--- src/shared/pbc_regs.svh ---
// Register indices, bit positions and reset values of the
// bypass control and event counter register slice.
// Assumes word-aligned AHB-Lite access, byte address = index * 4.
`ifndef PBC_REGS_SVH
`define PBC_REGS_SVH

`define PBC_IDX_BYPASS 8'h12
`define PBC_IDX_RXERR 8'h13
`define PBC_IDX_FCARR 8'h14
`define PBC_IDX_DROP 8'h15

`define PBC_BYPASS_RST 16'h0088
`define PBC_BYPASS_WMASK 16'hFEFE

`define PBC_B_TXOFF 15
`define PBC_B_STAGE_HI 14
`define PBC_B_STAGE_LO 10
`define PBC_B_LFI 9
`define PBC_B_MDIX_FORCED 7
`define PBC_B_NCDET 6
`define PBC_B_MDIX 5
`define PBC_B_POL 4
`define PBC_B_PDADV 3
`define PBC_B_PSF 2
`define PBC_B_NP 1

`define PBC_CNT_MAX 8'hFF
`define PBC_CNT_ZERO 8'h00
`define PBC_CNT_NUM 3
`define PBC_DATA_ZERO 32'h0000_0000

`endif

--- src/shared/pbc_pkg.sv ---
// Types shared by the bypass control and event counter register slice.
// Assumes pbc_regs.svh supplies all numeric constants except the select codes defined below.
package pbc_pkg;
  typedef enum logic [2:0] {
    PBC_SEL_NONE = 3'h0,
    PBC_SEL_BYPASS = 3'h1,
    PBC_SEL_RXERR = 3'h2,
    PBC_SEL_FCARR = 3'h3,
    PBC_SEL_DROP = 3'h4
  } pbc_sel_t;
  typedef logic [7:0] pbc_cnt_t;
endpackage

--- src/verilog/pbc_top.sv ---
// PHY bypass control register and three saturating clear-on-read counters.
// Assumes an AHB-Lite master with single word transfers, events synchronous to hclk.
//
// Behaviour
// Bypass bit 15, read/write and reset to zero, stops the transmitter driving the media.
// Bypass bits 14 to 10, reset to zero, bypass 4B/5B coding, scrambler, descrambler, PCS rx and PCS tx.
// Bypass bit 9 makes the link logic skip the link-fail inhibit timer and resets to zero.
// Bypass bit 7 resets to one and, while set, disables auto crossover when speed is forced to 10 or 100.
// Bypass bit 6 turns off detection of a non-compliant gigabit partner and resets to zero.
// Bypass bit 5 disables auto crossover correction and bit 4 disables polarity correction, both reset zero.
// Bypass bit 3 resets to one and makes parallel detection honour the advertised ability when set.
// Bypass bit 2 removes the 0.75/0.25 two-tap pulse-shaping filter from the gigabit transmitter.
// Bypass bit 1 stops automatic gigabit next-page exchanges and resets to zero.
// Index 19 bits 7:0 count 100 and 1000 receive errors, each only while its link is up.
// Index 20 bits 7:0 count 100 and 1000 false carriers, each only while its link is up.
// Index 21 bits 7:0 count every copper link drop at any speed.
// Each counter stops at 255 and never wraps.
// A read of a counter returns its value and then clears it; counters reset to zero.
// Reserved bits read zero and ignore writes, and counter writes change nothing.
// An event in the same cycle as a clearing read leaves the counter at one.
`timescale 1ns/1ps
`include "pbc_regs.svh"

module pbc_top (
  input wire logic hclk, // Bus clock, 25 MHz
  input wire logic hresetn, // Asynchronous reset
  input wire logic hsel, // Slave select
  input wire logic [31:0] haddr, // Byte address
  input wire logic [1:0] htrans, // Transfer type
  input wire logic hwrite, // Write when high
  input wire logic [2:0] hsize, // Transfer size, word only
  input wire logic [31:0] hwdata, // Write data
  input wire logic hready, // Bus ready
  output logic [31:0] hrdata, // Read data
  output logic hreadyout, // Slave ready
  output logic hresp, // Always OKAY
  input wire logic link_up_100, // 100BASE-TX link up
  input wire logic link_up_1000, // 1000BASE-T link up
  input wire logic forced_10_100, // Speed forced to 10 or 100
  input wire logic rx_err_100_evt, // 100 receive error pulse
  input wire logic rx_err_1000_evt, // 1000 receive error pulse
  input wire logic fcarr_100_evt, // 100 false carrier pulse
  input wire logic fcarr_1000_evt, // 1000 false carrier pulse
  input wire logic link_drop_evt, // Link drop pulse, any speed
  output logic tx_off, // Transmitter output disabled
  output logic [4:0] stage_bypass, // 4B5B, scr, descr, pcs rx, pcs tx
  output logic lfi_timer_bypass, // Skip link-fail inhibit timer
  output logic nc_detect_dis, // Non-compliant partner detect off
  output logic mdix_auto_en, // Auto crossover enabled
  output logic polarity_corr_dis, // Polarity correction off
  output logic pd_use_adv, // Parallel detect honours advertisement
  output logic pulse_shape_dis, // Gigabit pulse-shaping filter off
  output logic np_auto_dis // Automatic next-page exchange off
);
  import pbc_pkg::*;

  pbc_sel_t sel_r;
  logic rd_pend_r;
  logic wr_pend_r;
  logic ready_r;
  logic [31:0] rdata_r;
  logic [15:0] ctrl_r;
  logic mdix_r;
  pbc_cnt_t cnt_r [`PBC_CNT_NUM];
  logic [`PBC_CNT_NUM-1:0] ev_a;
  logic [`PBC_CNT_NUM-1:0] ev_b;
  logic [`PBC_CNT_NUM-1:0] clr;
  logic accept;
  logic [31:0] rd_val;
  logic hresp_r;

  function automatic pbc_sel_t pbc_decode(input logic [31:0] a);
    pbc_sel_t s;
    s = PBC_SEL_NONE;
    if (a[31:10] == 22'h000000) begin
      case (a[9:2])
        `PBC_IDX_BYPASS: s = PBC_SEL_BYPASS;
        `PBC_IDX_RXERR: s = PBC_SEL_RXERR;
        `PBC_IDX_FCARR: s = PBC_SEL_FCARR;
        `PBC_IDX_DROP: s = PBC_SEL_DROP;
        default: s = PBC_SEL_NONE;
      endcase
    end
    return s;
  endfunction

  // Clear first, then add, then saturate
  function automatic pbc_cnt_t pbc_cnt_next(input pbc_cnt_t c, input logic a, input logic b, input logic cl);
    logic [8:0] sum;
    sum = {1'b0, (cl ? `PBC_CNT_ZERO : c)} + {8'h00, a} + {8'h00, b};
    if (sum > {1'b0, `PBC_CNT_MAX}) begin
      return `PBC_CNT_MAX;
    end
    return sum[7:0];
  endfunction

  assign accept = hsel && htrans[1] && hready;

  always_ff @(posedge hclk or negedge hresetn) begin
    if (!hresetn) begin
      sel_r <= PBC_SEL_NONE;
      rd_pend_r <= 1'b0;
      wr_pend_r <= 1'b0;
    end else begin
      if (hready) begin
        sel_r <= accept ? pbc_decode(haddr) : PBC_SEL_NONE;
      end
      rd_pend_r <= accept && !hwrite;
      wr_pend_r <= accept && hwrite;
    end
  end

  // One wait state on reads so that read data comes from a flop
  always_ff @(posedge hclk or negedge hresetn) begin
    if (!hresetn) begin
      ready_r <= 1'b1;
    end else begin
      ready_r <= !(accept && !hwrite);
    end
  end

  always_comb begin
    rd_val = `PBC_DATA_ZERO;
    case (sel_r)
      PBC_SEL_BYPASS: rd_val = {16'h0000, ctrl_r};
      PBC_SEL_RXERR: rd_val = {24'h000000, cnt_r[0]};
      PBC_SEL_FCARR: rd_val = {24'h000000, cnt_r[1]};
      PBC_SEL_DROP: rd_val = {24'h000000, cnt_r[2]};
      default: rd_val = `PBC_DATA_ZERO;
    endcase
  end

  always_ff @(posedge hclk or negedge hresetn) begin
    if (!hresetn) begin
      rdata_r <= `PBC_DATA_ZERO;
    end else if (rd_pend_r) begin
      rdata_r <= rd_val;
    end
  end

  // The slave never errors; the response still leaves from a flop like every other output
  always_ff @(posedge hclk or negedge hresetn) begin
    if (!hresetn) begin
      hresp_r <= 1'b0;
    end else begin
      hresp_r <= 1'b0;
    end
  end

  // Only writable bits are stored; reserved bits stay zero
  always_ff @(posedge hclk or negedge hresetn) begin
    if (!hresetn) begin
      ctrl_r <= `PBC_BYPASS_RST;
    end else if (wr_pend_r && sel_r == PBC_SEL_BYPASS) begin
      ctrl_r <= hwdata[15:0] & `PBC_BYPASS_WMASK;
    end
  end

  always_ff @(posedge hclk or negedge hresetn) begin
    if (!hresetn) begin
      mdix_r <= 1'b1;
    end else begin
      mdix_r <= !(ctrl_r[`PBC_B_MDIX] || (ctrl_r[`PBC_B_MDIX_FORCED] && forced_10_100));
    end
  end

  assign ev_a = {link_drop_evt, fcarr_100_evt && link_up_100, rx_err_100_evt && link_up_100};
  assign ev_b = {1'b0, fcarr_1000_evt && link_up_1000, rx_err_1000_evt && link_up_1000};
  assign clr = {rd_pend_r && sel_r == PBC_SEL_DROP,
                rd_pend_r && sel_r == PBC_SEL_FCARR,
                rd_pend_r && sel_r == PBC_SEL_RXERR};

  genvar g;
  generate
    for (g = 0; g < `PBC_CNT_NUM; g++) begin : g_cnt
      always_ff @(posedge hclk or negedge hresetn) begin
        if (!hresetn) begin
          cnt_r[g] <= `PBC_CNT_ZERO;
        end else begin
          cnt_r[g] <= pbc_cnt_next(cnt_r[g], ev_a[g], ev_b[g], clr[g]);
        end
      end
    end
  endgenerate

  assign hrdata = rdata_r;
  assign hreadyout = ready_r;
  assign hresp = hresp_r;
  assign tx_off = ctrl_r[`PBC_B_TXOFF];
  assign stage_bypass = ctrl_r[`PBC_B_STAGE_HI:`PBC_B_STAGE_LO];
  assign lfi_timer_bypass = ctrl_r[`PBC_B_LFI];
  assign nc_detect_dis = ctrl_r[`PBC_B_NCDET];
  assign mdix_auto_en = mdix_r;
  assign polarity_corr_dis = ctrl_r[`PBC_B_POL];
  assign pd_use_adv = ctrl_r[`PBC_B_PDADV];
  assign pulse_shape_dis = ctrl_r[`PBC_B_PSF];
  assign np_auto_dis = ctrl_r[`PBC_B_NP];

  logic bp_wr;
  assign bp_wr = wr_pend_r && sel_r == PBC_SEL_BYPASS;

  a_tx_off_write: assert property (
    @(posedge hclk) disable iff (!hresetn)
    bp_wr |=> tx_off == $past(hwdata[15]))
    else $error("tx_off does not follow bypass write");

  a_stage_bypass_write: assert property (
    @(posedge hclk) disable iff (!hresetn)
    bp_wr |=> stage_bypass == $past(hwdata[14:10]))
    else $error("stage bypass bits do not follow write");

  a_lfi_hold: assert property (
    @(posedge hclk) disable iff (!hresetn)
    !bp_wr |=> $stable(lfi_timer_bypass))
    else $error("link-fail timer bypass changed without write");

  a_mdix_forced_off: assert property (
    @(posedge hclk) disable iff (!hresetn)
    ctrl_r[`PBC_B_MDIX_FORCED] && forced_10_100 && !bp_wr |=> !mdix_auto_en)
    else $error("auto crossover on in forced 10/100");

  a_ncdet_write: assert property (
    @(posedge hclk) disable iff (!hresetn)
    bp_wr |=> nc_detect_dis == $past(hwdata[6]))
    else $error("non-compliant detect disable wrong");

  a_mdix_corr_off: assert property (
    @(posedge hclk) disable iff (!hresetn)
    bp_wr && hwdata[5] ##1 !bp_wr |=> !mdix_auto_en)
    else $error("crossover correction not disabled");

  a_pol_write: assert property (
    @(posedge hclk) disable iff (!hresetn)
    bp_wr |=> polarity_corr_dis == $past(hwdata[4]))
    else $error("polarity correction disable wrong");

  a_pdadv_write: assert property (
    @(posedge hclk) disable iff (!hresetn)
    bp_wr |=> pd_use_adv == $past(hwdata[3]))
    else $error("parallel detect advertisement bit wrong");

  a_psf_np_write: assert property (
    @(posedge hclk) disable iff (!hresetn)
    bp_wr |=> pulse_shape_dis == $past(hwdata[2]) && np_auto_dis == $past(hwdata[1]))
    else $error("pulse shape or next-page bit wrong");

  a_rxerr_count: assert property (
    @(posedge hclk) disable iff (!hresetn)
    rx_err_100_evt && link_up_100 && !(rx_err_1000_evt && link_up_1000) && !clr[0] && cnt_r[0] < 8'hFE
    |=> cnt_r[0] == $past(cnt_r[0]) + 8'h01)
    else $error("receive error counter missed an event");

  a_rxerr_linkdown: assert property (
    @(posedge hclk) disable iff (!hresetn)
    !link_up_100 && !link_up_1000 && !clr[0] |=> $stable(cnt_r[0]))
    else $error("receive error counted with link down");

  a_fcarr_both: assert property (
    @(posedge hclk) disable iff (!hresetn)
    fcarr_100_evt && link_up_100 && fcarr_1000_evt && link_up_1000 && !clr[1] && cnt_r[1] < 8'hF0
    |=> cnt_r[1] == $past(cnt_r[1]) + 8'h02)
    else $error("false carrier counter wrong");

  a_drop_count: assert property (
    @(posedge hclk) disable iff (!hresetn)
    link_drop_evt && !clr[2] && cnt_r[2] < 8'hFE ##1 !link_drop_evt && !clr[2]
    |=> cnt_r[2] == $past(cnt_r[2], 2) + 8'h01)
    else $error("link drop counter wrong");

  a_cnt_saturate: assert property (
    @(posedge hclk) disable iff (!hresetn)
    cnt_r[2] == 8'hFF && !clr[2] |=> cnt_r[2] == 8'hFF)
    else $error("link drop counter wrapped");

  a_read_clear: assert property (
    @(posedge hclk) disable iff (!hresetn)
    clr[0] && !ev_a[0] && !ev_b[0]
    |=> cnt_r[0] == 8'h00 && hrdata[7:0] == $past(cnt_r[0]) && hreadyout)
    else $error("counter read did not return and clear");

  a_rsvd_zero: assert property (
    @(posedge hclk) disable iff (!hresetn)
    $rose(hreadyout) |-> hrdata[31:16] == 16'h0000
      && (sel_r != PBC_SEL_BYPASS || (hrdata[8] == 1'b0 && hrdata[0] == 1'b0))
      && (sel_r == PBC_SEL_BYPASS || hrdata[15:8] == 8'h00))
    else $error("reserved bits read nonzero");

  a_clear_event: assert property (
    @(posedge hclk) disable iff (!hresetn)
    clr[2] && link_drop_evt |=> cnt_r[2] == 8'h01)
    else $error("event lost on clearing read");

  a_clear_fcarr: assert property (
    @(posedge hclk) disable iff (!hresetn)
    clr[1] && fcarr_1000_evt && link_up_1000 && !(fcarr_100_evt && link_up_100)
    |=> cnt_r[1] == 8'h01)
    else $error("false carrier event lost on clearing read");

  a_fcarr_linkdown: assert property (
    @(posedge hclk) disable iff (!hresetn)
    !link_up_100 && !link_up_1000 && !clr[1] |=> $stable(cnt_r[1]))
    else $error("false carrier counted with link down");

  a_rxerr_both: assert property (
    @(posedge hclk) disable iff (!hresetn)
    rx_err_100_evt && link_up_100 && rx_err_1000_evt && link_up_1000 && !clr[0] && cnt_r[0] < 8'hF0
    |=> cnt_r[0] == $past(cnt_r[0]) + 8'h02)
    else $error("receive error counter missed a dual event");

  a_read_wait: assert property (
    @(posedge hclk) disable iff (!hresetn)
    rd_pend_r |-> !hreadyout ##1 hreadyout)
    else $error("read wait state not exactly one cycle");

  a_rsvd_write: assert property (
    @(posedge hclk) disable iff (!hresetn)
    bp_wr |=> ctrl_r[8] == 1'b0 && ctrl_r[0] == 1'b0 && ctrl_r[15:9] == $past(hwdata[15:9]))
    else $error("bypass write stored reserved bits");

  a_cnt_write_ignored: assert property (
    @(posedge hclk) disable iff (!hresetn)
    wr_pend_r && sel_r == PBC_SEL_RXERR && !(rx_err_100_evt && link_up_100)
    && !(rx_err_1000_evt && link_up_1000) |=> $stable(cnt_r[0]))
    else $error("counter changed by a write");

  a_mdix_reenable: assert property (
    @(posedge hclk) disable iff (!hresetn)
    !ctrl_r[`PBC_B_MDIX] && !(ctrl_r[`PBC_B_MDIX_FORCED] && forced_10_100) |=> mdix_auto_en)
    else $error("auto crossover off without cause");

  a_rdata_hold: assert property (
    @(posedge hclk) disable iff (!hresetn)
    !rd_pend_r |=> $stable(hrdata))
    else $error("read data changed outside a read");

  a_drop_clear: assert property (
    @(posedge hclk) disable iff (!hresetn)
    clr[2] && !link_drop_evt
    |=> cnt_r[2] == 8'h00 && hrdata[7:0] == $past(cnt_r[2]))
    else $error("link drop read did not return and clear");

  a_fcarr_clear: assert property (
    @(posedge hclk) disable iff (!hresetn)
    clr[1] && !ev_a[1] && !ev_b[1]
    |=> cnt_r[1] == 8'h00 && hrdata[7:0] == $past(cnt_r[1]))
    else $error("false carrier read did not return and clear");

endmodule

--- config.mk ---
export PLATFORM = sky130hd
export DESIGN_NAME = pbc_top
export DESIGN_NICKNAME = d
export VERILOG_FILES = /design/src/shared/pbc_pkg.sv /design/src/verilog/pbc_top.sv
export VERILOG_INCLUDE_DIRS = /design/src /design/src/shared
export SDC_FILE = /design/constraint.sdc
export NUM_CORES = 1
export LEC_CHECK = 0
export BUFFER_PORTS_ARGS = -buffer_cell sky130_fd_sc_hd__buf_4
export CAP_MARGIN = 25
export CORE_MARGIN = 5
export CORE_UTILIZATION = 52
export CTS_CLUSTER_DIAMETER = 80
export DETAILED_ROUTE_END_ITERATION = 8
export PLACE_DENSITY = 0.9
export SLEW_MARGIN = 10
export SYNTH_ARGS = -nofsm -noshare
export SYNTH_HDL_FRONTEND = slang
export SYNTH_SLANG_ARGS = --single-unit
--- constraint.sdc ---
create_clock -name hclk -period 4.7 [get_ports hclk]
set_clock_uncertainty 0.15 [all_clocks]
set_input_delay 0 -clock hclk [delete_from_list [all_inputs] [get_ports hclk]]
set_output_delay 0 -clock hclk [all_outputs]
set_load 0.01 [all_outputs]
== Word level (Yosys, flattened, before mapping) ==
Index checks and enable logic that the tools add are counted.
Cells by class
  add/subtract/negate cells: 5
  magnitude comparators: 3
  equal/unequal tests: 8
  multiplexer cells: 16
  reduce and logical (&&, ||, !) cells: 18
Operator list (count)
  8-bit two-way mux: 9
  16-bit one-hot mux with 4 select lines: 1
  8-bit by 5-bit == test with 1-bit output (second input constant): 4
  8-bit by 1-bit adder with 9-bit output: 3
  9-bit by 8-bit > comparator with 1-bit output (second input constant): 3
  22-bit logical NOT: 1
  9-bit by 1-bit adder with 9-bit output: 2
  1-bit logical AND: 13
  3-bit one-hot mux with 4 select lines: 1
  3-bit by 2-bit == test with 1-bit output (second input constant): 2
  3-bit two-way mux: 2
  3-bit by 1-bit == test with 1-bit output (second input constant): 1
  3-bit == test (second input constant): 1
  1-bit logical NOT: 3
  1-bit two-way mux: 3
  1-bit logical OR: 1
Storage, ports and cells
  bits in registers: 77
  output and inout bits: 47
  logic and storage cells: 60

== Longest topological paths before layout ==
Gate-level depths: netlist of run 1.
  word-level depth: 8
  mapped depth: 11
  gate-level depth less buffers: 9

== Worst setup path before layout of run 1 ==
Ideal clock, no wire load.
  path type: register to register
  start: register sel_r[2]
  end: register cnt_r[19] in the netlist's numbering
  library setup time: 0.083 ns
  arrival time: 2.335 ns
  slack: 2.133 ns
  cell stages (with the launch flop): 10
  path buffers: 1
  period minus slack after synthesis: 2.567 ns
  cell sequence: dfrtp_1 clkbuf_1 nand4bb_1 nand2_1 fa_1 inv_1 ha_1 and3_1 or4b_1 o21ai_0
Between the ends
  word-level cells in the longest chain between the ends: 8
RTL lines
  start, declared: line pbc_top.sv:57  | pbc_sel_t sel_r;
  start signal, assigned: line pbc_top.sv:106  | sel_r <= accept ? pbc_decode(haddr) : PBC_SEL_NONE;
  3-bit by 2-bit == test with 1-bit output (*): line pbc_top.sv:171  | rd_pend_r && sel_r == PBC_SEL_RXERR};
  1-bit logical AND (*): line pbc_top.sv:171
  8-bit two-way mux (*): line pbc_top.sv:90  | sum = {1'b0, (cl ? `PBC_CNT_ZERO : c)} + {8'h00, a} + {8'h00, b};
  8-bit by 1-bit adder with 9-bit output (*): line pbc_top.sv:90
  9-bit by 1-bit adder with 9-bit output (*): line pbc_top.sv:90
  9-bit by 8-bit > comparator with 1-bit output: line pbc_top.sv:91  | if (sum > {1'b0, `PBC_CNT_MAX}) begin
  1-bit two-way mux: line pbc_top.sv:91
  8-bit two-way mux (*): line pbc_top.sv:94  | return sum[7:0];
  end signal, assigned by index: line pbc_top.sv:178  | cnt_r[g] <= `PBC_CNT_ZERO;
  end signal, assigned by index: line pbc_top.sv:180  | cnt_r[g] <= pbc_cnt_next(cnt_r[g], ev_a[g], ev_b[g], clr[g]);
  end, declared: line pbc_top.sv:64  | pbc_cnt_t cnt_r [`PBC_CNT_NUM];
Mark *: on every way between the ends. The rest lies on a longest branch, timed or not.
A chain may end at the register's enable or synchronous reset.

== Worst setup path in the final report of run 1 ==
  start: input haddr[25]
  end: register sel_r[1]
Between the ends
  word-level cells in the longest chain between the ends: 3
RTL lines
  start, declared: line pbc_top.sv:28  | input wire logic [31:0] haddr,
  22-bit logical NOT: line pbc_top.sv:75  | if (a[31:10] == 22'h000000) begin
  3-bit two-way mux: line pbc_top.sv:75
  3-bit two-way mux: line pbc_top.sv:106
Every way passes these cells.

==> tab_implementation.tex, run 1 <==
\begin{tabular}{lr}
\hline
Metric & Value \\
\hline
\multicolumn{2}{l}{\textbf{Place}} \\
Cell count after placement & approximately 450 \\
Final GP Congestion & slightly below 0.9 \\
Number of buffer cells added on primary ports & 86 \\
Estimated wirelength of the detail-placed design & around 5500 µm \\
Total placed instance area & 0.00373 mm² \\
\multicolumn{2}{l}{\textbf{STA}} \\
Relative slew margins & 39.7\% \\
Unrepaired setup endpoints after global routing & false \\
Min cycle time layout & around 3.5 ns \\
Fmax & between 200 and 300 MHz \\
Setup violation total in the final timing report & 0 \\
Transition time at the pin with the least slew margin & 0.904 ns \\
Total negative setup slack & 0 ns \\
Post-route fraction of the period consumed by the critical path & 74.7\% \\
Final hold violation count & 0 \\
Number of max-slew violations in the final report & 0 \\
\multicolumn{2}{l}{\textbf{Clock tree}} \\
\# H-tree levels & 3 \\
Maximum number of buffers from clock root to sink & 2 \\
Sinks on Clock Net & 60 \\
CTS resizes & 0 \\
Clock tree from TritonCTS & done \\
Post-CTS Setup Bufs & 0 \\
Worst-skew pair later-pin latency & about 0.35 ns \\
Clock-pin slew on the worst setup and hold paths & 0.07 ns \\
Clock buffers created by TritonCTS & 9 \\
Cell at the root of the clock tree & sky130\_fd\_sc\_hd\_\_clkbuf\_8 \\
\multicolumn{2}{l}{\textbf{Synthesis}} \\
Biggest area contributors in the synthesized netlist & sky130\_fd\_sc\_hd\_\_dfrtp\_1, sky130\_fd\_sc\_hd\_\_buf\_4, sky130\_fd\_sc\_hd\_\_mux2\_2, sky130\_fd\_sc\_hd\_\_nand2\_1, sky130\_fd\_sc\_hd\_\_dfstp\_2 \\
Cell type contributing the most total cell area after synthesis & sky130\_fd\_sc\_hd\_\_dfrtp\_1 \\
Post-synthesis instance area & between 0.003 and 0.004 mm² \\
Proportion of synthesized chip area in sequential cells & 47.8\% \\
Flip-flop cell with the highest count after synthesis & sky130\_fd\_sc\_hd\_\_dfrtp\_1 \\
Count of mapped cells out of synthesis & 305 \\
Avg Inst Size Synth & roughly 10 µm² \\
Cell with the most instances after synthesis & sky130\_fd\_sc\_hd\_\_dfrtp\_1 \\
YS warnings & 0 \\
Fraction of registers with async set or reset after synthesis & 100\% \\
Distinct cell type count after synthesis & between 40 and 50 \\
Number of synthesized flops with an enable pin & 0 \\
Share of Yosys cell area claimed by the top area cell type & between 40\% and 50\% \\
Number of storage elements in the synthesis netlist & 60 \\
Leading post-synthesis cells by instance count & sky130\_fd\_sc\_hd\_\_dfrtp\_1, sky130\_fd\_sc\_hd\_\_nand2\_1, sky130\_fd\_sc\_hd\_\_buf\_4, sky130\_fd\_sc\_hd\_\_inv\_1, sky130\_fd\_sc\_hd\_\_o21ai\_0 \\
\multicolumn{2}{l}{\textbf{Worst setup path}} \\
WP data arrival & roughly 3.6 ns \\
CP peak stage delay & 0.61 ns \\
Launch point of the worst path & haddr[25] \\
Top delay family on crit path & buffers and inverters \\
Critical path data required time & roughly 4.8 ns \\
Highest-delay cell along the critical path & sky130\_fd\_sc\_hd\_\_dlygate4sd3\_1 \\
Worst Setup Path Type & in2reg \\
Cell type with the highest occurrence count on the critical path & sky130\_fd\_sc\_hd\_\_dlygate4sd3\_1 \\
Cell-by-cell trace of the critical path & dlygate4sd3\_1, buf\_4, nor4\_1, dlygate4sd3\_1, nand2\_1, dlygate4sd3\_1, nor3\_1, dlygate4sd3\_1, a22o\_1, dlygate4sd3\_1 \\
Biggest fanout along the worst timing path & 3 \\
Worst setup EP type & register \\
Reg-to-reg critical path startpoint & sel\_r[1]\$\_DFFE\_PN0P\_ \\
Critical Path Source Type & input pin \\
Buf/Inv on CP & 6 \\
\multicolumn{2}{l}{\textbf{Floorplan}} \\
Initial Utilization & 53.2\% \\
Die Footprint & around 0.0077 mm² \\
Site row count & 28 \\
Top-level port count & about 130 \\
Vertical extent of the die & approximately 90 µm \\
Die W & about 88 µm \\
Area of the core region & 0.00592 mm² \\
\multicolumn{2}{l}{\textbf{GRT}} \\
Via count of the first global-routing pass & approximately 2.9k \\
Initial antenna violation count & 0 \\
Total congestion overflow after global routing & 0 \\
Wire length of the first global-routing pass & 14000 µm \\
Largest net degree at the start of global routing & roughly 60 \\
Overall fraction of global-route tracks in use & roughly a quarter \\
\multicolumn{2}{l}{\textbf{Route}} \\
Total iterations of the first detailed-routing run & 5 \\
Routed wire length per instance & approximately 17 µm \\
Final antenna-violating net count & 0 \\
Residual DRC & 0 \\
Detailed Route Iter0 Violations & 221 \\
Total via count in the routed design & $\sim$2.7k \\
Post-Route WL & $\sim$8600 µm \\
Via density per instance & approximately 5.5 \\
\multicolumn{2}{l}{\textbf{Finish}} \\
Area used by multi-input combinational logic & $\sim$0.0014 mm² \\
Final layout net count & 511 \\
FILL cells & 390 \\
Final Instance Area & 0.00433 mm² \\
ANT cells & 0 \\
Register area & 0.00151 mm² \\
Final std cells w/o fill & between 500 and 600 \\
Layout cell share with drive strength beyond 1 & 29.4\% \\
Final core occ & 73.1\% \\
Area growth, synth to finish & 37.3\% \\
\multicolumn{2}{l}{\textbf{Power and ir drop}} \\
Leak & 2.06 nW \\
Largest vdd supply drop & about 290 µV \\
Overall power & 1.60 mW \\
Power per cell area & around 370 mW/mm² \\
\multicolumn{2}{l}{\textbf{Min path}} \\
Path type of the worst min-delay path & in2async \\
\multicolumn{2}{l}{\textbf{Job}} \\
Reported max-cap violation count & 0 \\
\multicolumn{2}{l}{\textbf{Outcome}} \\
Result of the run & finished clean \\
\hline
\end{tabular}
per-layer routing:
| metal | up-vias | part of all wire, % | track usage [%] |
|---|---|---|---|
| li1 | 1258 | - | - |
| met2 | 132 | 52 | 40.9 |
| met4 | 0 | 2.8 | 11.4 |
| met5 | - | 0 | 0 |
| met1 | 1332 | 37 | 28.6 |
| met3 | 22 | 7.9 | 4.14 |
cell usage in the layout (no fill, tap or decap), drive strengths merged, types with 9 or more instances in the layout:
cell type and count:
conb 18, a21oi 9, clkbuf 9, mux2 15, dfrtp 56, inv 20
nand2 29, xor2 9, dlygate4sd3 36, o22ai 10, o21ai 21, nand3 10
buf 86
worst register-to-register path, delay by kind of cell (launching register included):
family	cells	cell delay, ns
AND/OR/NAND/NOR	4	1.32
flip-flops	1	0.71
adder cells (fa/ha/maj)	2	0.60
AO/OA/AOI/OAI	1	0.17
buffers and inverters	1	0.07
where the power goes:
group / leakage, nW / internal [mW] / switching (mW)
sequential: 0.774 / 0.613 / 0.112
combinational: 1.17 / 0.173 / 0.144
clock: 0.115 / 0.350 / 0.211
what timing repair did:
action / CTS / global route
endpoints found under the hold margin: 85 / 0
hold buffers: 36 / 0
setup endpoints to repair: 0 / 0
metrics by stage:
| stage | hold slack (ns) | worst slack, ns |
|---|---|---|
| finish | 0.114 | 1.19 |
| global route | 0.190 | 0.968 |
| CTS | 0.130 | 1.30 |
| detailed placement | -0.0476 | 1.76 |
| global placement | -0.0514 | 1.81 |
| floorplan | -0.446 | 2.13 |
worst paths after layout:
| kind | depth (start not counted) | endpoint | slack, ns |
|---|---|---|---|
| min reg2reg | 1 | mdix_auto_en$_DFF_PN1_ | 0.28 |
| max reg2reg | 8 | cnt_r[19]$_DFF_PN0_ | 1.60 |
| min | 2 | cnt_r[4]$_DFF_PN0_ | 0.11 |
| max | 10 | sel_r[1]$_DFFE_PN0P_ | 1.19 |
| max in group asynchronous | 2 | ctrl_r[6]$_DFFE_PN0P_ | 3.81 |
| min in group hclk | 3 | mdix_auto_en$_DFF_PN1_ | 0.21 |
flip-flops by register name, summed over array words and instances (netlist names):
name	flops
mdix_auto_en	1
cnt_r	24
sel_r	3
hrdata	15
ctrl_r	14
wr_pend_r	1
hreadyout	1
rd_pend_r	1
cell type report:
type | instances | area share [%]
Timing Repair Buffer | 122 | 23.3
Clock inverter | 7 | 2.66
Multi-Input combinational cell | 210 | 32.5
Inverter | 20 | 1.74
Clock buffer | 9 | 2.86
Tap cell | 75 | 2.17
Sequential cell | 60 | 34.8
cells by family (layout without fill, tap and decap cells):
family,count (synthesis),in the layout,synth area share (%)
simple gates,99,99,18.2
flops,60,60,47.8
compound gates,52,52,10.2
buf+inv,52,158,9.57
mux,23,23,7.90
xor+xnor,12,12,3.34
fa+ha+maj,6,6,2.86
other cells,1,18,0.119
Power figures use the tool's default switching activity.
==> run 2: changes to the inputs <==
--- a/config.mk
+++ b/config.mk
@@ -9,10 +9,10 @@
 export BUFFER_PORTS_ARGS = -buffer_cell sky130_fd_sc_hd__buf_4
 export CAP_MARGIN = 25
 export CORE_MARGIN = 5
-export CORE_UTILIZATION = 52
+export CORE_UTILIZATION = 48
 export CTS_CLUSTER_DIAMETER = 80
 export DETAILED_ROUTE_END_ITERATION = 8
-export PLACE_DENSITY = 0.9
+export PLACE_DENSITY = 0.85
 export SLEW_MARGIN = 10
 export SYNTH_ARGS = -nofsm -noshare
 export SYNTH_HDL_FRONTEND = slang
==> constraint.sdc (replaced) <==
create_clock -name hclk -period 3.4 [get_ports hclk]
set_clock_uncertainty 0.15 [all_clocks]
set_input_delay 0 -clock hclk [delete_from_list [all_inputs] [get_ports hclk]]
set_output_delay 0 -clock hclk [all_outputs]
set_load 0.01 [all_outputs]
==> run 2 against run 1 <==
Routed wire length fell by 4.9%. Sequential share of layout area decreased by 0.42 points. Worst hold slack gained 0.0019 ns. Setup slack lost 0.82 ns. Non-clock buffer count up 5. Critical endpoint is now sel_r[2]$_DFFE_PN0P_. Power rose by 39%. Global-route usage is 3.2 points lower. Critical path type unchanged.
==> tab_implementation.tex, run 2 (synthesized netlist as in run 1, its figures left out) <==
\begin{tabular}{lr}
\hline
Metric & Value \\
\hline
\multicolumn{2}{l}{\textbf{Outcome}} \\
Result of the run & finished clean \\
\multicolumn{2}{l}{\textbf{Finish}} \\
ANT cells & 0 (unchanged) \\
Most common library cell in the layout ignoring fill and taps & sky130\_fd\_sc\_hd\_\_buf\_4 \\
Area growth, synth to finish & 39.0\% \\
Register area & 0.00151 mm² (unchanged) \\
Final layout net count & 516 (+0.98\%) \\
Final Instance Area & 0.00438 mm² (+1.2\%) \\
Highest-count cells in the layout ignoring fill and taps & sky130\_fd\_sc\_hd\_\_buf\_4, sky130\_fd\_sc\_hd\_\_dfrtp\_1, sky130\_fd\_sc\_hd\_\_dlygate4sd3\_1, sky130\_fd\_sc\_hd\_\_nand2\_1 \\
Area used by multi-input combinational logic & 0.00141 mm² (unchanged) \\
Final std cells w/o fill & 510 (+1.4\%) \\
FILL cells & 460 (+18\%) \\
Max FFs per register & 24 (unchanged) \\
Layout cell share with drive strength beyond 1 & 30.0\% (+0.58 points) \\
Register with the most flip-flops & cnt\_r \\
Final core occ & 69.0\% (-4.1 points) \\
\multicolumn{2}{l}{\textbf{GRT}} \\
Via count of the first global-routing pass & 2784 (-3.3\%) \\
Largest net degree at the start of global routing & 61 (unchanged) \\
Overall fraction of global-route tracks in use & 20.5\% (-3.2 points) \\
Wire length of the first global-routing pass & 13700 µm (-1.6\%) \\
Initial antenna violation count & 0 (unchanged) \\
Total congestion overflow after global routing & 0 (unchanged) \\
\multicolumn{2}{l}{\textbf{Route}} \\
Via density per instance & 5.28 (-3.2\%) \\
Final antenna-violating net count & 0 (unchanged) \\
Detailed Route Iter0 Violations & 128 (-42\%) \\
Post-Route WL & 8180 µm (-4.9\%) \\
Total via count in the routed design & 2694 (-1.8\%) \\
Residual DRC & 0 (unchanged) \\
Routed wire length per instance & 16.0 µm (-6.2\%) \\
Total iterations of the first detailed-routing run & 6 (+1) \\
\multicolumn{2}{l}{\textbf{Power and ir drop}} \\
Largest vdd supply drop & 337 µV (+17\%) \\
Leak & 2.09 nW (+1.5\%) \\
Net switching power figure & 629 µW (+35\%) \\
Portion of total power attributed to the clock network & 35.6\% (+0.6 points) \\
Sequential share of power & 44.8\% (-0.4 points) \\
Overall power & 2.22 mW (+39\%) \\
Fraction of power spent switching nets & 28.3\% (-0.83 points) \\
Power per cell area & 508 mW/mm² (+37\%) \\
Gate power share & 19.7\% (about the same) \\
Internal Dissipation & 1.60 mW (+41\%) \\
\multicolumn{2}{l}{\textbf{Worst setup path}} \\
Buf/Inv on CP & 5 (-1) \\
Biggest fanout along the worst timing path & 3 (unchanged) \\
CP peak stage delay & 0.58 ns (-0.03 ns) \\
Critical Path Source Type & input pin \\
Cell-by-cell trace of the critical path & dlygate4sd3\_1, buf\_4, nor4\_1, dlygate4sd3\_1, nand2\_1, dlygate4sd3\_1, nor3\_1, a32o\_1, dlygate4sd3\_1 \\
Cell type with the highest occurrence count on the critical path & sky130\_fd\_sc\_hd\_\_dlygate4sd3\_1 \\
Critical path data required time & 3.53 ns (-1.30 ns) \\
Top delay family on crit path & buffers and inverters \\
Worst Setup Path Type & in2reg \\
Highest-delay cell along the critical path & sky130\_fd\_sc\_hd\_\_dlygate4sd3\_1 \\
WP data arrival & 3.16 ns (-0.48 ns) \\
Worst setup EP type & register \\
\multicolumn{2}{l}{\textbf{STA}} \\
Min cycle time layout & between 3 and 4 ns \\
Post-route fraction of the period consumed by the critical path & about nine tenths \\
Worst Setup Slack, final & 0.369 ns (-0.819 ns) \\
Setup violation total in the final timing report & 0 (unchanged) \\
Worst hold margin & 0.116 ns (+0.00190 ns) \\
Final hold violation count & 0 (unchanged) \\
Number of max-slew violations in the final report & 0 (unchanged) \\
Relative slew margins & 42.6\% (+2.9 points) \\
Fmax & between 300 and 400 MHz \\
Transition time at the pin with the least slew margin & 0.860 ns (-0.0440 ns) \\
Unrepaired setup endpoints after global routing & false \\
Total negative setup slack & 0 ns (unchanged) \\
\multicolumn{2}{l}{\textbf{Place}} \\
Estimated wirelength of the detail-placed design & 5490 µm (-0.68\%) \\
Cell count after placement & 457 (+1.3\%) \\
Number of buffer cells added on primary ports & 86 (unchanged) \\
Post-placement worst setup slack & 0.653 ns (-1.11 ns) \\
Final GP Congestion & 0.889 (+1.7\%) \\
Total placed instance area & 0.00376 mm² (+0.87\%) \\
\multicolumn{2}{l}{\textbf{Floorplan}} \\
Area of the core region & 0.00635 mm² (+7.2\%) \\
Initial Utilization & 49.6\% (-3.6 points) \\
Site row count & 29 (+3.6\%) \\
Vertical extent of the die & 91.0 µm (+3.6\%) \\
Top-level port count & 129 (unchanged) \\
Die W & 91.0 µm (+3.6\%) \\
Die Footprint & 0.00828 mm² (+7.4\%) \\
\multicolumn{2}{l}{\textbf{Min path}} \\
Path type of the worst min-delay path & in2async \\
\multicolumn{2}{l}{\textbf{Job}} \\
Reported max-cap violation count & 0 (unchanged) \\
\multicolumn{2}{l}{\textbf{Clock tree}} \\
Cell at the root of the clock tree & sky130\_fd\_sc\_hd\_\_clkbuf\_8 \\
Maximum number of buffers from clock root to sink & 2 (unchanged) \\
Clock buffers created by TritonCTS & 9 (unchanged) \\
Sinks on Clock Net & 60 (unchanged) \\
Clock-pin slew on the worst setup and hold paths & 0.07 ns (about the same) \\
Worst-skew pair later-pin latency & 0.34 ns (about the same) \\
Post-CTS Setup Bufs & 0 (unchanged) \\
\# H-tree levels & 3 (unchanged) \\
Clock tree from TritonCTS & done \\
\hline
\end{tabular}
[run 2: cell types whose count changed in the layout (fill, tap and decap cells not counted), sizes merged]
cell,before,now
dlygate4sd3,36,37
buf,86,90
clkbuf,9,10
clkinvlp,2,1
[run 2: worst reg2reg max path: stages (launching register included)]
cell and delay, ns:
sky130_fd_sc_hd__dfrtp_1 0.53, sky130_fd_sc_hd__nand4bb_1 0.25, sky130_fd_sc_hd__nand2_1 0.11, sky130_fd_sc_hd__fa_1 0.42, sky130_fd_sc_hd__inv_1 0.07, sky130_fd_sc_hd__ha_1 0.18
sky130_fd_sc_hd__and3_1 0.26, sky130_fd_sc_hd__or4b_1 0.59, sky130_fd_sc_hd__o21ai_0 0.13
[run 2: final timing paths]
path / start / endpoint / slack (ns) / cells after the start
worst max-delay path: haddr[25] / sel_r[2]$_DFFE_PN0P_ / 0.37 / 9
worst min-delay path: hresetn / hrdata[7]$_DFFE_PN0P_ / 0.12 / 2
worst max register to register: sel_r[1]$_DFFE_PN0P_ / cnt_r[19]$_DFF_PN0_ / 0.62 / 8
worst min register to register: ctrl_r[5]$_DFFE_PN0P_ / mdix_auto_en$_DFF_PN1_ / 0.26 / 1
max in group asynchronous: hresetn / ctrl_r[2]$_DFFE_PN0P_ / 2.51 / 2
min in group hclk: forced_10_100 / mdix_auto_en$_DFF_PN1_ / 0.22 / 3
[run 2: routing by layer]
layer,track usage (%),up-vias,share of wire [%]
li1,-,1265,-
met1,24.5,1316,40
met2,34.7,92,51
met3,6.20,21,6.1
met4,7.58,0,2.6
met5,0,-,0
[run 2: repair_timing]
item	4_1_cts	5_1_grt
hold buffers	37	0
resized for setup	0	0
endpoints found under the hold margin	85	0
[run 2: final cells by class]
type,count,area share [%]
sequential,60,34.4
multi-input combinational,210,32.1
timing repair buffer,127,23.9
clock buffer,10,3.14
clock inverter,6,2.54
tap,77,2.20
inverter,20,1.71
[run 2: power by group through the flow]
stage / clock network (mW) / logic, mW / registers, mW
2_1_floorplan: 0 / 0.276 / 0.958
3_3_place_gp: 0 / 0.357 / 0.996
5_1_grt: 0.832 / 0.500 / 1.01
6_report: 0.791 / 0.437 / 0.995
3_5_place_dp: 0 / 0.384 / 1.00
4_1_cts: 0.801 / 0.437 / 0.993
==> run 3: changes to the inputs <==
--- a/config.mk
+++ b/config.mk
@@ -8,11 +8,13 @@
 export LEC_CHECK = 0
 export BUFFER_PORTS_ARGS = -buffer_cell sky130_fd_sc_hd__buf_4
 export CAP_MARGIN = 25
+export CELL_PAD_IN_SITES_DETAIL_PLACEMENT = 2
+export CELL_PAD_IN_SITES_GLOBAL_PLACEMENT = 2
 export CORE_MARGIN = 5
-export CORE_UTILIZATION = 48
+export CORE_UTILIZATION = 28
 export CTS_CLUSTER_DIAMETER = 80
 export DETAILED_ROUTE_END_ITERATION = 8
-export PLACE_DENSITY = 0.85
+export PLACE_DENSITY = 0.84
 export SLEW_MARGIN = 10
 export SYNTH_ARGS = -nofsm -noshare
 export SYNTH_HDL_FRONTEND = slang
==> run 3 against run 2 <==
Combinational power up 8.5%. Clock-buffer cell count increased by 2. Sequential power barely moved. Global-route usage decreased by 2.9 points. Design area rose by 3.1%. Core utilization shrank 28 points. Critical path depth unchanged. Routed wire length up 42%. Non-clock buffer count shrank 3. Sequential cell count did not move. Critical endpoint is now cnt_r[4]$_DFF_PN0_.
==> tab_implementation.tex, run 3 (synthesized netlist as in run 1, its figures left out) <==
\begin{tabular}{lr}
\hline
Metric & Value \\
\hline
\multicolumn{2}{l}{\textbf{Outcome}} \\
Result of the run & finished clean \\
\multicolumn{2}{l}{\textbf{Finish}} \\
ANT cells & 0 (unchanged) \\
Register area & 0.00151 mm² (unchanged) \\
FILL cells & 1148 (+150\%) \\
Highest-count cells in the layout ignoring fill and taps & sky130\_fd\_sc\_hd\_\_buf\_4, sky130\_fd\_sc\_hd\_\_dfrtp\_1, sky130\_fd\_sc\_hd\_\_dlygate4sd3\_1, sky130\_fd\_sc\_hd\_\_nand2\_1 \\
Register with the most flip-flops & cnt\_r \\
Final Instance Area & 0.00452 mm² (+3.1\%) \\
Max FFs per register & 24 (unchanged) \\
Final layout net count & 513 (-0.58\%) \\
Area used by multi-input combinational logic & 0.00141 mm² (unchanged) \\
Area growth, synth to finish & 43.3\% \\
Layout cell share with drive strength beyond 1 & 30.2\% (+0.21 points) \\
Most common library cell in the layout ignoring fill and taps & sky130\_fd\_sc\_hd\_\_buf\_4 \\
\multicolumn{2}{l}{\textbf{STA}} \\
Min cycle time layout & 2.89 ns (-0.144 ns) \\
Setup violation total in the final timing report & 0 (unchanged) \\
Fmax & 346 MHz (+5.0\%) \\
Total negative setup slack & 0 ns (unchanged) \\
Final hold violation count & 0 (unchanged) \\
Relative slew margins & 40.2\% (-2.5 points) \\
Worst Setup Slack, final & 0.512 ns (+0.144 ns) \\
Post-route fraction of the period consumed by the critical path & 84.9\% (-4.2 points) \\
Number of max-slew violations in the final report & 0 (unchanged) \\
Transition time at the pin with the least slew margin & 0.897 ns (+0.0369 ns) \\
Unrepaired setup endpoints after global routing & false \\
\multicolumn{2}{l}{\textbf{Place}} \\
Total placed instance area & 0.00384 mm² (+2.1\%) \\
Estimated wirelength of the detail-placed design & 7490 µm (+36\%) \\
Post-placement worst setup slack & 0.602 ns (-0.0512 ns) \\
Number of buffer cells added on primary ports & 86 (unchanged) \\
Final GP Congestion & 0.773 (-13\%) \\
\multicolumn{2}{l}{\textbf{Route}} \\
Routed wire length per instance & 20.3 µm (+27\%) \\
Total via count in the routed design & 2750 (+2.1\%) \\
Final antenna-violating net count & 0 (unchanged) \\
Via density per instance & 4.82 (-8.7\%) \\
Detailed Route Iter0 Violations & 137 (+7.0\%) \\
Post-Route WL & 11600 µm (+42\%) \\
Total iterations of the first detailed-routing run & 4 (-2) \\
Residual DRC & 0 (unchanged) \\
\multicolumn{2}{l}{\textbf{Clock tree}} \\
Post-CTS Setup Bufs & 0 (unchanged) \\
Clock buffers created by TritonCTS & 9 (unchanged) \\
Count of hold-fix buffers inserted at cts & 34 (-8.1\%) \\
Worst-skew pair later-pin latency & 0.32 ns (-0.02 ns) \\
Maximum number of buffers from clock root to sink & 2 (unchanged) \\
Sinks on Clock Net & 60 (unchanged) \\
Clock-pin slew on the worst setup and hold paths & 0.06 ns (about the same) \\
Cell at the root of the clock tree & sky130\_fd\_sc\_hd\_\_clkbuf\_16 \\
\# H-tree levels & 3 (unchanged) \\
CTS resizes & 0 (unchanged) \\
Clock tree from TritonCTS & done \\
\multicolumn{2}{l}{\textbf{Worst setup path}} \\
Cell-by-cell trace of the critical path & buf\_4, nand4bb\_1, and2\_1, ha\_1, ha\_1, nand2\_1, nor2b\_1, nand4\_1, o21ai\_0 \\
Highest-delay cell along the critical path & sky130\_fd\_sc\_hd\_\_dfrtp\_1 \\
Critical Path Source Type & register \\
Worst Setup Path Type & reg2reg \\
Biggest fanout along the worst timing path & 14 (+11) \\
CP peak stage delay & 0.62 ns (+0.04 ns) \\
Critical path data required time & 3.47 ns (-0.06 ns) \\
Worst setup EP type & register \\
WP data arrival & 2.96 ns (-0.20 ns) \\
Cell type with the highest occurrence count on the critical path & sky130\_fd\_sc\_hd\_\_ha\_1 \\
\multicolumn{2}{l}{\textbf{Floorplan}} \\
Die Footprint & 0.0135 mm² (+63\%) \\
Top-level port count & 129 (unchanged) \\
Vertical extent of the die & 116 µm (+28\%) \\
Area of the core region & 0.0109 mm² (+72\%) \\
Die W & 116 µm (+28\%) \\
Site row count & 38 (+31\%) \\
Initial Utilization & 28.8\% (-21 points) \\
\multicolumn{2}{l}{\textbf{Power and ir drop}} \\
Leak & 2.13 nW (+1.7\%) \\
Power per cell area & 559 mW/mm² (+10\%) \\
Largest vdd supply drop & 304 µV (-9.9\%) \\
\multicolumn{2}{l}{\textbf{GRT}} \\
Via count of the first global-routing pass & 3306 (+19\%) \\
Largest net degree at the start of global routing & 61 (unchanged) \\
Initial antenna violation count & 0 (unchanged) \\
Total congestion overflow after global routing & 0 (unchanged) \\
Wire length of the first global-routing pass & 18100 µm (+32\%) \\
Overall fraction of global-route tracks in use & 17.6\% (-2.9 points) \\
\multicolumn{2}{l}{\textbf{Min path}} \\
Path type of the worst min-delay path & in2reg \\
\multicolumn{2}{l}{\textbf{Job}} \\
Reported max-cap violation count & 0 (unchanged) \\
\hline
\end{tabular}
[run 3: changes by cell type in the layout (fill, tap and decap cells not counted)]
cell                            before  now
sky130_fd_sc_hd__clkinvlp_4          1    0
sky130_fd_sc_hd__bufinv_16           3    2
sky130_fd_sc_hd__clkinv_2            1    2
sky130_fd_sc_hd__clkbuf_16           0    9
sky130_fd_sc_hd__dlygate4sd3_1      37   34
sky130_fd_sc_hd__clkbuf_8           10    3
sky130_fd_sc_hd__clkinv_4            1    0
[run 3: routing by layer]
layer	share of wire [%]	wire length (µm)	global-route usage [%]	vias to the layer above
met5	0	0	0	-
met4	2.0	232	5.41	0
met3	4.0	459	3.19	17
met2	52	6070	31.6	76
met1	42	4830	21.3	1393
li1	-	-	-	1264
[run 3: path summary, 6_finish.rpt]
| check | cells past startpoint | slack (ns) | end | start |
|---|---|---|---|---|
| worst max-delay path | 9 | 0.51 | cnt_r[4]$_DFF_PN0_ | sel_r[1]$_DFFE_PN0P_ |
| worst min register to register | 1 | 0.30 | mdix_auto_en$_DFF_PN1_ | ctrl_r[5]$_DFFE_PN0P_ |
| worst max register to register | 9 | 0.51 | cnt_r[4]$_DFF_PN0_ | sel_r[1]$_DFFE_PN0P_ |
| min in group asynchronous | 2 | 0.16 | rd_pend_r$_DFF_PN0_ | hresetn |
| worst min-delay path | 4 | 0.10 | sel_r[1]$_DFFE_PN0P_ | haddr[4] |
| max in group asynchronous | 2 | 2.41 | cnt_r[11]$_DFF_PN0_ | hresetn |
[run 3: area by class of cell]
cell class	count	share of cell area [%]
flip-flops and latches	60	33.4
multi-input cells	210	31.1
repair buffers	124	22.5
clock buffers	12	5.90
well taps	140	3.88
inverters	20	1.66
clock inverters	4	1.55
[run 3: through the flow]
stage / utilization (%) / power, mW / instances / hold WS [ns]
detailed placement: 35.1 / 1.42 / 520 / -0.0149
global route: 41.3 / 2.65 / 570 / 0.105
CTS: 41.3 / 2.52 / 570 / 0.0192
global placement: 35.1 / 1.36 / 520 / -0.0210
floorplan: - / 1.23 / 322 / -0.446
finish: 41.3 / 2.52 / 570 / 0.104
[run 3: power breakdown]
group          switching [mW]  internal, mW
Sequential              0.171         0.848
Clock                   0.331         0.699
Combinational           0.233         0.241
Total                   0.735          1.79
[run 3: critical path, delay by kind of cell (launching register included)]
family,cells,cell delay [ns]
buffers and inverters,1,0.31
adder cells (fa/ha/maj),2,0.38
flip-flops,1,0.62
AO/OA/AOI/OAI,1,0.21
AND/OR/NAND/NOR,5,1.10
